<file path="src/rtl/unused_placeholder_removed.sv">
`timescale 1ns/100ps
`default_nettype none
`default_nettype wire

</file>
<file path="src/rtl/cpm_pkg.sv">
// constants, register map and field layout of the clock ppm monitor
// assumes a 100 MHz system clock and a software master on AXI4-Lite
// Notes on behaviour
// - reference counter runs a 14-bit programmable number of 25 MHz cycles
// - monitor counter on watched 125 MHz clock, wraps at programmed expected count
// - upper limit: largest count after wrap accepted, default for 1000 ppm
// - lower limit: smallest count without wrap accepted, default for 1000 ppm
// - each rollback captures monitor counts into read-only status registers
// - reference count register bits 15-14 read as zero
// - ppm loss flags are sticky, cleared by writing one or reset
// - frequency loss flags are sticky, cleared by writing one or reset
package cpm_pkg;
  localparam int unsigned ADDR_W = 12;
  localparam int unsigned REG_W = 16;
  // printed offsets are register indices; byte address is four times the index
  localparam logic [9:0] IDX_REF_WINDOW = 10'h1d9;
  localparam logic [9:0] IDX_EXPECTED = 10'h1da;
  localparam logic [9:0] IDX_PLUS_LIM = 10'h1db;
  localparam logic [9:0] IDX_MINUS_LIM = 10'h1dc;
  localparam logic [9:0] IDX_SYS_CAPT = 10'h1dd;
  localparam logic [9:0] IDX_PLL_CAPT = 10'h1de;
  localparam logic [9:0] IDX_FAULT_STAT = 10'h1f0;
  localparam logic [9:0] IDX_FAULT_MASK = 10'h1f1;
  // reset values
  localparam logic [13:0] RST_REF_WINDOW = 14'h30d3;
  localparam logic [15:0] RST_EXPECTED = 16'hf423;
  localparam logic [15:0] RST_PLUS_LIM = 16'h0044;
  localparam logic [15:0] RST_MINUS_LIM = 16'hf3df;
  localparam logic [15:0] RST_CAPT = 16'hf423;
  localparam logic [15:0] RST_MASK = 16'h0000;
  localparam int unsigned REF_W = 14;
  // fault status bit positions
  localparam int unsigned BIT_SYS_FREQ = 10;
  localparam int unsigned BIT_SYS_PPM = 9;
  localparam int unsigned BIT_PLL_FREQ = 6;
  localparam int unsigned BIT_PLL_PPM = 5;
  localparam logic [15:0] STAT_IMPL = 16'h0660;
  localparam logic [1:0] RESP_OKAY = 2'b00;
  localparam logic [1:0] RESP_SLVERR = 2'b10;
  // limits that steer the comparison, carried together
  typedef struct packed {
    logic [REF_W-1:0] ref_window;
    logic [15:0] expected;
    logic [15:0] plus_lim;
    logic [15:0] minus_lim;
  } cpm_cfg_t;
endpackage

</file>
<file path="src/rtl/cpm_monitor.sv">
// clock ppm monitor with AXI4-Lite register slave and one interrupt
// assumes clock ticks and loss events arrive as one-cycle pulses synchronous to sys_clk
//
// The AXI4-Lite slave port is this design's own decision.
`timescale 1ns/100ps
`default_nettype none
module cpm_monitor
  import cpm_pkg::*;
(
  input wire logic sys_clk, // 100 MHz system clock
  input wire logic arst_n, // async reset, active low
  input wire logic ref_tick, // one 25 MHz reference cycle
  input wire logic [1:0] mon_tick, // one watched cycle: [0] system, [1] pll
  input wire logic [1:0] freq_loss_evt, // frequency lock lost: [0] system, [1] pll
  input wire logic [ADDR_W-1:0] s_axi_awaddr, // write address
  input wire logic s_axi_awvalid, // write address valid
  output logic s_axi_awready, // write address ready
  input wire logic [31:0] s_axi_wdata, // write data
  input wire logic [3:0] s_axi_wstrb, // write byte enables
  input wire logic s_axi_wvalid, // write data valid
  output logic s_axi_wready, // write data ready
  output logic [1:0] s_axi_bresp, // write response
  output logic s_axi_bvalid, // write response valid
  input wire logic s_axi_bready, // write response ready
  input wire logic [ADDR_W-1:0] s_axi_araddr, // read address
  input wire logic s_axi_arvalid, // read address valid
  output logic s_axi_arready, // read address ready
  output logic [31:0] s_axi_rdata, // read data
  output logic [1:0] s_axi_rresp, // read response
  output logic s_axi_rvalid, // read data valid
  input wire logic s_axi_rready, // read data ready
  output logic irq_q // level interrupt, high while unmasked flag set
);
  cpm_cfg_t cfg_q;
  logic [REF_W-1:0] ref_cnt_q;
  logic [15:0] mon_cnt_q [2];
  logic [15:0] capt_q [2];
  logic [15:0] stat_q;
  logic [15:0] mask_q;
  logic [15:0] stat_clr;
  logic [15:0] stat_set;
  logic rollback;
  logic [1:0] above_plus;
  logic [1:0] below_minus;
  logic [1:0] out_of_win;
  logic [ADDR_W-1:0] awaddr_q;
  logic [31:0] wdata_q;
  logic [3:0] wstrb_q;
  logic aw_have_q;
  logic w_have_q;
  logic aw_take;
  logic w_take;
  logic ar_take;
  logic do_write;
  logic [9:0] widx;
  logic [9:0] ridx;
  logic whit;
  logic [15:0] rval;
  logic rhit;

  // reference window countdown
  // counts down to zero then reloads, so a window spans field plus one cycles
  // a new field value takes effect at the next rollback, never mid-window
  always_ff @(posedge sys_clk or negedge arst_n) begin
    if (!arst_n) begin
      ref_cnt_q <= RST_REF_WINDOW;
    end else if (ref_tick) begin
      if (ref_cnt_q == '0) begin
        ref_cnt_q <= cfg_q.ref_window;
      end else begin
        ref_cnt_q <= ref_cnt_q - 14'h0001;
      end
    end
  end

  // rollback is the tick that finds the counter at zero
  assign rollback = ref_tick && (ref_cnt_q == '0);

  // monitor counters, wrap at expected count
  // restart on rollback so each window starts from zero; a tick in that
  // same cycle counts as the first of the new window, not lost
  always_ff @(posedge sys_clk or negedge arst_n) begin
    if (!arst_n) begin
      mon_cnt_q[0] <= '0;
      mon_cnt_q[1] <= '0;
    end else begin
      for (int c = 0; c < 2; c++) begin
        if (rollback) begin
          mon_cnt_q[c] <= {15'h0000, mon_tick[c]};
        end else if (mon_tick[c]) begin
          if (mon_cnt_q[c] == cfg_q.expected) begin
            mon_cnt_q[c] <= '0;
          end else begin
            mon_cnt_q[c] <= mon_cnt_q[c] + 16'h0001;
          end
        end
      end
    end
  end

  // capture on rollback
  // the captured value is the count as it stood before the rollback tick
  always_ff @(posedge sys_clk or negedge arst_n) begin
    if (!arst_n) begin
      capt_q[0] <= RST_CAPT;
      capt_q[1] <= RST_CAPT;
    end else if (rollback) begin
      capt_q[0] <= mon_cnt_q[0];
      capt_q[1] <= mon_cnt_q[1];
    end
  end

  // window check at rollback
  // limits compared as programmed; plus must stay below minus or every count passes
  always_comb begin
    above_plus = 2'b00;
    below_minus = 2'b00;
    out_of_win = 2'b00;
    for (int c = 0; c < 2; c++) begin
      // wrapped count above plus limit fails
      above_plus[c] = mon_cnt_q[c] > cfg_q.plus_lim;
      // unwrapped count below minus limit fails
      below_minus[c] = mon_cnt_q[c] < cfg_q.minus_lim;
      out_of_win[c] = rollback && above_plus[c] && below_minus[c];
    end
  end

  // handshakes on the three request channels
  assign aw_take = s_axi_awvalid && s_axi_awready;
  assign w_take = s_axi_wvalid && s_axi_wready;
  assign ar_take = s_axi_arvalid && s_axi_arready;

  // write path: address and data latched in either order
  // each half waits for the other, then both retire together
  always_ff @(posedge sys_clk or negedge arst_n) begin
    if (!arst_n) begin
      aw_have_q <= 1'b0;
      w_have_q <= 1'b0;
      awaddr_q <= '0;
      wdata_q <= '0;
      wstrb_q <= '0;
    end else begin
      if (aw_take) begin
        aw_have_q <= 1'b1;
        awaddr_q <= s_axi_awaddr;
      end else if (do_write) begin
        aw_have_q <= 1'b0;
      end
      if (w_take) begin
        w_have_q <= 1'b1;
        wdata_q <= s_axi_wdata;
        wstrb_q <= s_axi_wstrb;
      end else if (do_write) begin
        w_have_q <= 1'b0;
      end
    end
  end

  // ready low while a half is held or a response waits
  // registered readies keep outputs on flip-flops at the cost of a gap between writes
  always_ff @(posedge sys_clk or negedge arst_n) begin
    if (!arst_n) begin
      s_axi_awready <= 1'b0;
      s_axi_wready <= 1'b0;
    end else begin
      s_axi_awready <= !aw_have_q && !aw_take && !s_axi_bvalid;
      s_axi_wready <= !w_have_q && !w_take && !s_axi_bvalid;
    end
  end

  assign do_write = aw_have_q && w_have_q && !s_axi_bvalid;
  assign widx = awaddr_q[ADDR_W-1:2];
  // write decode; capture registers answer OKAY but keep their value
  always_comb begin
    whit = 1'b0;
    unique case (widx)
      IDX_REF_WINDOW, IDX_EXPECTED, IDX_PLUS_LIM, IDX_MINUS_LIM: whit = 1'b1;
      IDX_SYS_CAPT, IDX_PLL_CAPT: whit = 1'b1;
      IDX_FAULT_STAT, IDX_FAULT_MASK: whit = 1'b1;
      default: whit = 1'b0;
    endcase
  end

  // write response, one cycle after both halves are held
  always_ff @(posedge sys_clk or negedge arst_n) begin
    if (!arst_n) begin
      s_axi_bvalid <= 1'b0;
      s_axi_bresp <= RESP_OKAY;
    end else if (do_write) begin
      s_axi_bvalid <= 1'b1;
      s_axi_bresp <= whit ? RESP_OKAY : RESP_SLVERR;
    end else if (s_axi_bready) begin
      s_axi_bvalid <= 1'b0;
    end
  end

  // configuration registers, byte-lane writes
  // byte lanes 0 and 1 carry the 16-bit registers; unmapped words change nothing
  // reference field only 14 bits wide
  always_ff @(posedge sys_clk or negedge arst_n) begin
    if (!arst_n) begin
      cfg_q.ref_window <= RST_REF_WINDOW;
      cfg_q.expected <= RST_EXPECTED;
      cfg_q.plus_lim <= RST_PLUS_LIM;
      cfg_q.minus_lim <= RST_MINUS_LIM;
      mask_q <= RST_MASK;
    end else if (do_write) begin
      for (int b = 0; b < 2; b++) begin
        if (wstrb_q[b]) begin
          unique case (widx)
            IDX_REF_WINDOW: begin
              if (b == 0) begin
                cfg_q.ref_window[7:0] <= wdata_q[7:0];
              end else begin
                cfg_q.ref_window[13:8] <= wdata_q[13:8];
              end
            end
            IDX_EXPECTED: cfg_q.expected[b*8 +: 8] <= wdata_q[b*8 +: 8];
            IDX_PLUS_LIM: cfg_q.plus_lim[b*8 +: 8] <= wdata_q[b*8 +: 8];
            IDX_MINUS_LIM: cfg_q.minus_lim[b*8 +: 8] <= wdata_q[b*8 +: 8];
            IDX_FAULT_MASK: mask_q[b*8 +: 8] <= wdata_q[b*8 +: 8] & STAT_IMPL[b*8 +: 8];
            default: begin
            end
          endcase
        end
      end
    end
  end

  // status set and clear terms for this cycle
  always_comb begin
    stat_clr = 16'h0000;
    stat_set = 16'h0000;
    if (do_write && widx == IDX_FAULT_STAT) begin
      stat_clr[7:0] = wstrb_q[0] ? wdata_q[7:0] : 8'h00;
      stat_clr[15:8] = wstrb_q[1] ? wdata_q[15:8] : 8'h00;
    end
    stat_set[BIT_SYS_FREQ] = freq_loss_evt[0];
    stat_set[BIT_SYS_PPM] = out_of_win[0];
    stat_set[BIT_PLL_FREQ] = freq_loss_evt[1];
    stat_set[BIT_PLL_PPM] = out_of_win[1];
  end

  // sticky frequency and ppm loss flags
  // a new event in the clearing cycle wins over the clear, so no loss goes unseen
  // bits outside the four flags are held at zero and read as zero
  always_ff @(posedge sys_clk or negedge arst_n) begin
    if (!arst_n) begin
      stat_q <= '0;
    end else begin
      stat_q <= ((stat_q & ~stat_clr) | stat_set) & STAT_IMPL;
    end
  end

  // interrupt level from unmasked flags
  // one cycle behind the flags, traded for an output straight from a flip-flop
  always_ff @(posedge sys_clk or negedge arst_n) begin
    if (!arst_n) begin
      irq_q <= 1'b0;
    end else begin
      irq_q <= |(stat_q & mask_q);
    end
  end

  // read decode
  // unmapped words read zero and answer SLVERR
  assign ridx = s_axi_araddr[ADDR_W-1:2];
  always_comb begin
    rval = 16'h0000;
    rhit = 1'b1;
    unique case (ridx)
      IDX_REF_WINDOW: rval = {2'b00, cfg_q.ref_window};
      IDX_EXPECTED: rval = cfg_q.expected;
      IDX_PLUS_LIM: rval = cfg_q.plus_lim;
      IDX_MINUS_LIM: rval = cfg_q.minus_lim;
      IDX_SYS_CAPT: rval = capt_q[0];
      IDX_PLL_CAPT: rval = capt_q[1];
      IDX_FAULT_STAT: rval = stat_q;
      IDX_FAULT_MASK: rval = mask_q;
      default: rhit = 1'b0;
    endcase
  end

  // read channel, data one cycle after the address is taken
  // the address is decoded as it is taken, so no address register is needed
  always_ff @(posedge sys_clk or negedge arst_n) begin
    if (!arst_n) begin
      s_axi_arready <= 1'b0;
      s_axi_rvalid <= 1'b0;
      s_axi_rdata <= '0;
      s_axi_rresp <= RESP_OKAY;
    end else begin
      s_axi_arready <= !s_axi_rvalid && !ar_take;
      if (ar_take) begin
        s_axi_rvalid <= 1'b1;
        s_axi_rdata <= {16'h0000, rval};
        s_axi_rresp <= rhit ? RESP_OKAY : RESP_SLVERR;
      end else if (s_axi_rready) begin
        s_axi_rvalid <= 1'b0;
      end
    end
  end
endmodule
`default_nettype wire

</file>
<file path="config.mk">
export PLATFORM = sky130hd
export DESIGN_NAME = cpm_monitor
export DESIGN_NICKNAME = d
export VERILOG_FILES = /design/src/rtl/unused_placeholder_removed.sv /design/src/rtl/cpm_pkg.sv /design/src/rtl/cpm_monitor.sv
export SDC_FILE = /design/constraint.sdc
export NUM_CORES = 1
export LEC_CHECK = 0
export ABC_AREA = 1
export ABC_CLOCK_PERIOD_IN_PS = 3150
export BUFFER_PORTS_ARGS = -buffer_cell sky130_fd_sc_hd__buf_2
export CAP_MARGIN = 10
export CORE_AREA = 8 8 177 179
export DETAILED_ROUTE_END_ITERATION = 10
export DIE_AREA = 0 0 185 187
export GPL_ROUTABILITY_DRIVEN = 0
export PLACE_DENSITY = 0.71
export SYNTH_ARGS = -nofsm -noshare
export SYNTH_HDL_FRONTEND = slang
export SYNTH_SLANG_ARGS = --single-unit
</file>
<file path="constraint.sdc">
create_clock -name sys_clk -period 3.15 [get_ports sys_clk]
set_clock_uncertainty 0.05 [all_clocks]
set_input_delay 0.4725 -clock sys_clk [delete_from_list [all_inputs] [get_ports sys_clk]]
set_output_delay 0.4725 -clock sys_clk [all_outputs]
set_load 0.02 [all_outputs]
</file>
=== After elaboration in Yosys (flattened, before gate mapping) ===
Index checks and enable logic that the tools add are counted.

* Flip-flop bits (word level): 206
* Input port bits: 72
* Output and inout bits: 42
* Logic and storage cells: 125

* $add $sub $neg: 3
* Order comparisons: 4
* Equality and inequality tests: 18
* Multiplexer cells: 24
* Bitwise logic cells: 4
* Reduce and logical (&&, ||, !) cells: 42

{| class="wikitable"
|+ Operators by type and width
! cell !! count
|-
| == test 10 x 9 -> 1 bit (second input constant) || 16
|-
| case mux 16 bit (8 select lines) || 1
|-
| two-way mux 16 bit || 6
|-
| adder 16 x 1 -> 16 bit (second input constant) || 2
|-
| == test 16 bit || 2
|-
| > comparator 16 bit || 2
|-
| less-than comparator 16 bit || 2
|-
| AND reduction 3 bit || 9
|-
| AND 11 bit || 2
|-
| logical AND 1 bit || 16
|-
| OR reduction 16 bit || 1
|-
| OR reduction 8 bit || 2
|-
| zero test 14 bit || 1
|-
| two-way mux 14 bit || 1
|-
| subtractor 14 x 1 -> 14 bit (second input constant) || 1
|-
| two-way mux 6 bit || 2
|-
| nonzero test 2 bit || 6
|-
| two-way mux 11 bit || 1
|-
| inverter 11 bit || 1
|-
| OR 11 bit || 1
|-
| two-way mux 1 bit || 9
|-
| two-way mux 8 bit || 1
|-
| zero test 1 bit || 7
|-
| two-way mux 2 bit || 2
|-
| two-way mux 3 bit || 1
|}

=== Longest topological paths before layout ===
* Depth in word-level cells: 7
* Depth in mapped cells: 12
* Depth with buffers taken out: 12

=== Least setup slack after synthesis ===
Ideal clock, no wire load.

* Path kind: reg2reg
* From: register ref_cnt_q[0]
* To: register ref_cnt_q[9]
* Setup time: 121 ps
* Arrival time: 1551 ps
* Data required time: 2979 ps
* Setup slack: 1428 ps
* Cell stages (with the launch flop): 11
* Path buffers: 2
* Period minus slack after synthesis: 1722 ps
* Path through: dfstp_2 inv_1 ha_1 nand3_1 nor2_2 nand3_2 buf_6 buf_6 clkinv_4 nor3_1 nor2_1

* Word-level cells in the longest chain between the ends: 2
* Elaborated cells on any way between the ends: 3
* Classes of those cells: 1 x add/sub; 1 x mux; 1 x reduce/logical

{| class="wikitable"
|+ RTL lines
! what !! line !! RTL
|-
| start: declaration || cpm_monitor.sv:35 || <nowiki>logic [REF_W-1:0] ref_cnt_q;</nowiki>
|-
| start signal: assignment || cpm_monitor.sv:69 || <nowiki>ref_cnt_q <= cfg_q.ref_window;</nowiki>
|-
| start signal: assignment || cpm_monitor.sv:71 || <nowiki>ref_cnt_q <= ref_cnt_q - 14'h0001;</nowiki>
|-
| subtractor 14 x 1 -> 14 bit / zero test 14 bit (equally long branches) || cpm_monitor.sv:71, cpm_monitor.sv:68 ||
|-
| two-way mux 14 bit (*) || cpm_monitor.sv:68 || <nowiki>if (ref_cnt_q == '0) begin</nowiki>
|}

Mark *: on every way between the ends. The rest lies on a longest branch, timed or not.
A chain may end at the register's enable or synchronous reset.

=== Worst setup path after layout ===
Same ends and word-level chain as after synthesis.

==> results.py <==
metrics = {
    "drt": {
        "drtIter0Drc": 1141,
        "via_per_inst": 5.352,
        "vias": 11538,
        "ant_nets": 0,
        "wl_mm": 36.24,
        "drc": 0,
        "wl_per_cell_um": 16.81,
        "firstDrtPassIters": 6,
    },
    "final_layout": {
        "drive_gt1_share_pct": 13.71,
        "area_delta_synth_final_pct": 10.80,
        "final_nets": 1893,
        "antenna_cells": 0,
    },
    "yosys": {
        "synth_flop_cell": "dfrtp_1",
        "synth_edf_count": 0,
        "ys_seq_area_share_pct": 40.73,
        "synthMostInstantiatedCell": "nand2_1",
        "syn_avg_cell_area_sq_um": 7.408,
        "synthArstFlopShare_pct": 100.0,
        "syn-cell-area_sq_mm": 0.01257,
        "synth.distinct_cells": 43,
        "synth_top_area_share_pct": 29.66,
        "ys_ff_latch": 202,
        "synthCells": 1697,
        "synth_top_area_cell": "dfrtp_1",
        "yosysWarnings": 0,
        "yosys-top-cells-count": "550 x nand2_1, 207 x inv_1, 149 x dfrtp_1",
        "synth.top_cells.by_area": "dfrtp_1 30%, nand2_1 16%, dfstp_2 11%",
    },
    "placement": {
        "hpwl_mm": 27.19,
        "place_ws_ns": 0.8794,
        "port_buffers": 73,
    },
    "sta": {
        "finalSetupTns_ns": 0,
        "setup_slack_ns": 0.8714,
        "rsz0062_at_grt": "false",
        "hold_viol_final": 0,
        "maxSlewViolCount": 0,
        "setup_viol": 0,
        "clock.fmax_mhz": 438.9,
        "fin_crit_ns": 2.279,
        "hold-worst-slack_ns": 0.06503,
        "tightest_slew_ns": 0.9371,
        "fin_crit_sh_pct": 72.34,
        "slew_headroom_pct": 37.38,
    },
    "clock_tree": {
        "clock_latency_ns": 0.53,
        "cts_buffers": 23,
        "postCtsSetupBuffers": 0,
        "clock_sinks": 202,
        "htreeDepth": 1,
        "cts_hold_buf": 1,
        "cts_tree": "built",
        "cts.clk_slew.worst_paths_ns": 0.06,
        "cts_buffer_depth": 3,
        "root_buffer": "clkbuf_16",
        "post_cts_resize_count": 0,
    },
    "global_routing": {
        "antenna_found_initial": 0,
        "grt_pass1_wl_mm": 58.19,
        "grt-ovfl-total": 0,
        "grt_max_degree": 83,
        "grt.total_usage_pct": 20.72,
        "grt_pass1_vias": 10890,
    },
    "status": {
        "status": "finished clean",
    },
    "worst_setup_path": {
        "start_kind": "register",
        "crit_arrival_ns": 2.64,
        "critPathRequiredTime_ns": 3.51,
        "path_class": "register to register",
        "r2r_setup_slack_ns": 0.87,
        "r2r_cells": 9,
        "crit_path_max_fanout": 36,
        "end_kind": "register",
    },
    "floorplanning": {
        "num_io_pins": 114,
        "design.core.area_sq_mm": 0.02839,
        "die_area_sq_mm": 0.03460,
        "die_w_um": 185,
        "row_count": 62,
        "die_h_um": 187,
        "initial_core_util_pct": 44.28,
    },
    "power_and_ir_drop": {
        "p_per_area_mw_per_mm2": 555.2,
        "irDropWorstVdd_v": 0.0004482,
        "p_leak_nw": 6.853,
        "power_mw": 7.734,
    },
    "worst_hold_path": {
        "hold_depth": 2,
        "hp-class": "primary input to register",
    },
    "flow_run": {
        "cap_violations": 0,
    },
}
## metal layers
layer | GRT usage, % | part of all wire [%] | wire length, um | vias up
met5 | 0 | 0 | 0 | -
met3 | 3.361 | 8.8 | 3180 | 78
met1 | 28.85 | 44 | 15970 | 5414
met2 | 32.30 | 44 | 15880 | 477
li1 | - | - | - | 5569
met4 | 6.681 | 3.3 | 1213 | 0
## worst max-delay path, stage by stage, from the launching register on
cell	delay [ns]
dfstp_2	0.51
inv_1	0.08
ha_1	0.24
nand3_1	0.18
nor2_2	0.12
nand3_4	0.21
buf_4	0.44
clkinv_4	0.10
nor3_1	0.16
nor2_1	0.06
## stage by stage
step | instances | util (%) | area [sq um]
after global routing | 2156 | 49.06 | 13930
final | 2156 | 49.06 | 13930
after detailed placement | 2114 | 46.46 | 13190
after floorplan | 1714 | - | 12640
after CTS | 2156 | 49.06 | 13930
after global placement | 2114 | 46.46 | 13190
## power breakdown
group	internal [mW]	total, mW	switching (mW)
sequential	2.97	3.25	0.274
clock	1.54	2.63	1.09
combinational	0.539	1.86	1.32
total	5.05	7.73	2.68
## cell usage in the layout (no fill, tap or decap), drive strengths merged
cell type | synthesis | routed
nand3b | 1 | 1
dlygate4sd3 | 0 | 1
clkinv | 3 | 7
nor4 | 3 | 3
buf | 56 | 90
and3 | 1 | 1
clkinvlp | 0 | 1
bufinv | 0 | 1
and2 | 2 | 2
nand3 | 52 | 52
inv | 211 | 211
nor3 | 15 | 15
nand4 | 111 | 111
mux2i | 1 | 1
o31ai | 3 | 3
o21ai | 160 | 160
a21oi | 48 | 48
mux2 | 6 | 6
nor2 | 157 | 157
nand2 | 553 | 553
dfrtp | 149 | 149
o21a | 4 | 4
a21o | 1 | 1
conb | 1 | 18
dfstp | 53 | 53
ha | 65 | 65
o211ai | 2 | 2
o21bai | 2 | 2
xor2 | 16 | 16
or2 | 1 | 1
o2111ai | 1 | 1
clkbuf | 19 | 36
## flip-flops by register name, summed over array words and instances, names as in the netlist, 2 cells and up
name and cells:
wdata_q 16, capt_q 32, s_axi_rdata 16, mask_q 4
cfg_q 62, wstrb_q 2, mon_cnt_q 32, awaddr_q 10
ref_cnt_q 14, stat_q 4
## cell type report
class                   count  area [sq um]
well taps                 384         480.5
inverters                 214         808.3
flip-flops and latches    202          5121
clock inverters             6         57.56
fillers                  2831         14460
multi-input cells        1223          6247
repair buffers             92         544.3
clock buffers              35         670.6
## final timing paths
kind | startpoint | end
worst max-delay path | ref_cnt_q[0] | ref_cnt_q[9]
worst min-delay path | s_axi_rready | s_axi_rvalid
worst max register to register | ref_cnt_q[0] | ref_cnt_q[9]
worst min register to register | s_axi_rvalid | s_axi_arready
max in group asynchronous | arst_n | capt_q[13]
min in group asynchronous | arst_n | awaddr_q[8]
## cell families after synthesis
kind of cell             share of synthesized area, %
AO/OA/AOI/OAI                                   10.04
other                                         0.02983
AND/OR/NAND/NOR                                 30.77
multiplexers                                   0.6170
XOR/XNOR                                        1.115
adder cells (fa/ha/maj)                         6.469
buffers and inverters                           10.22
flip-flops                                      40.73
(Power assumes the default switching activity.)
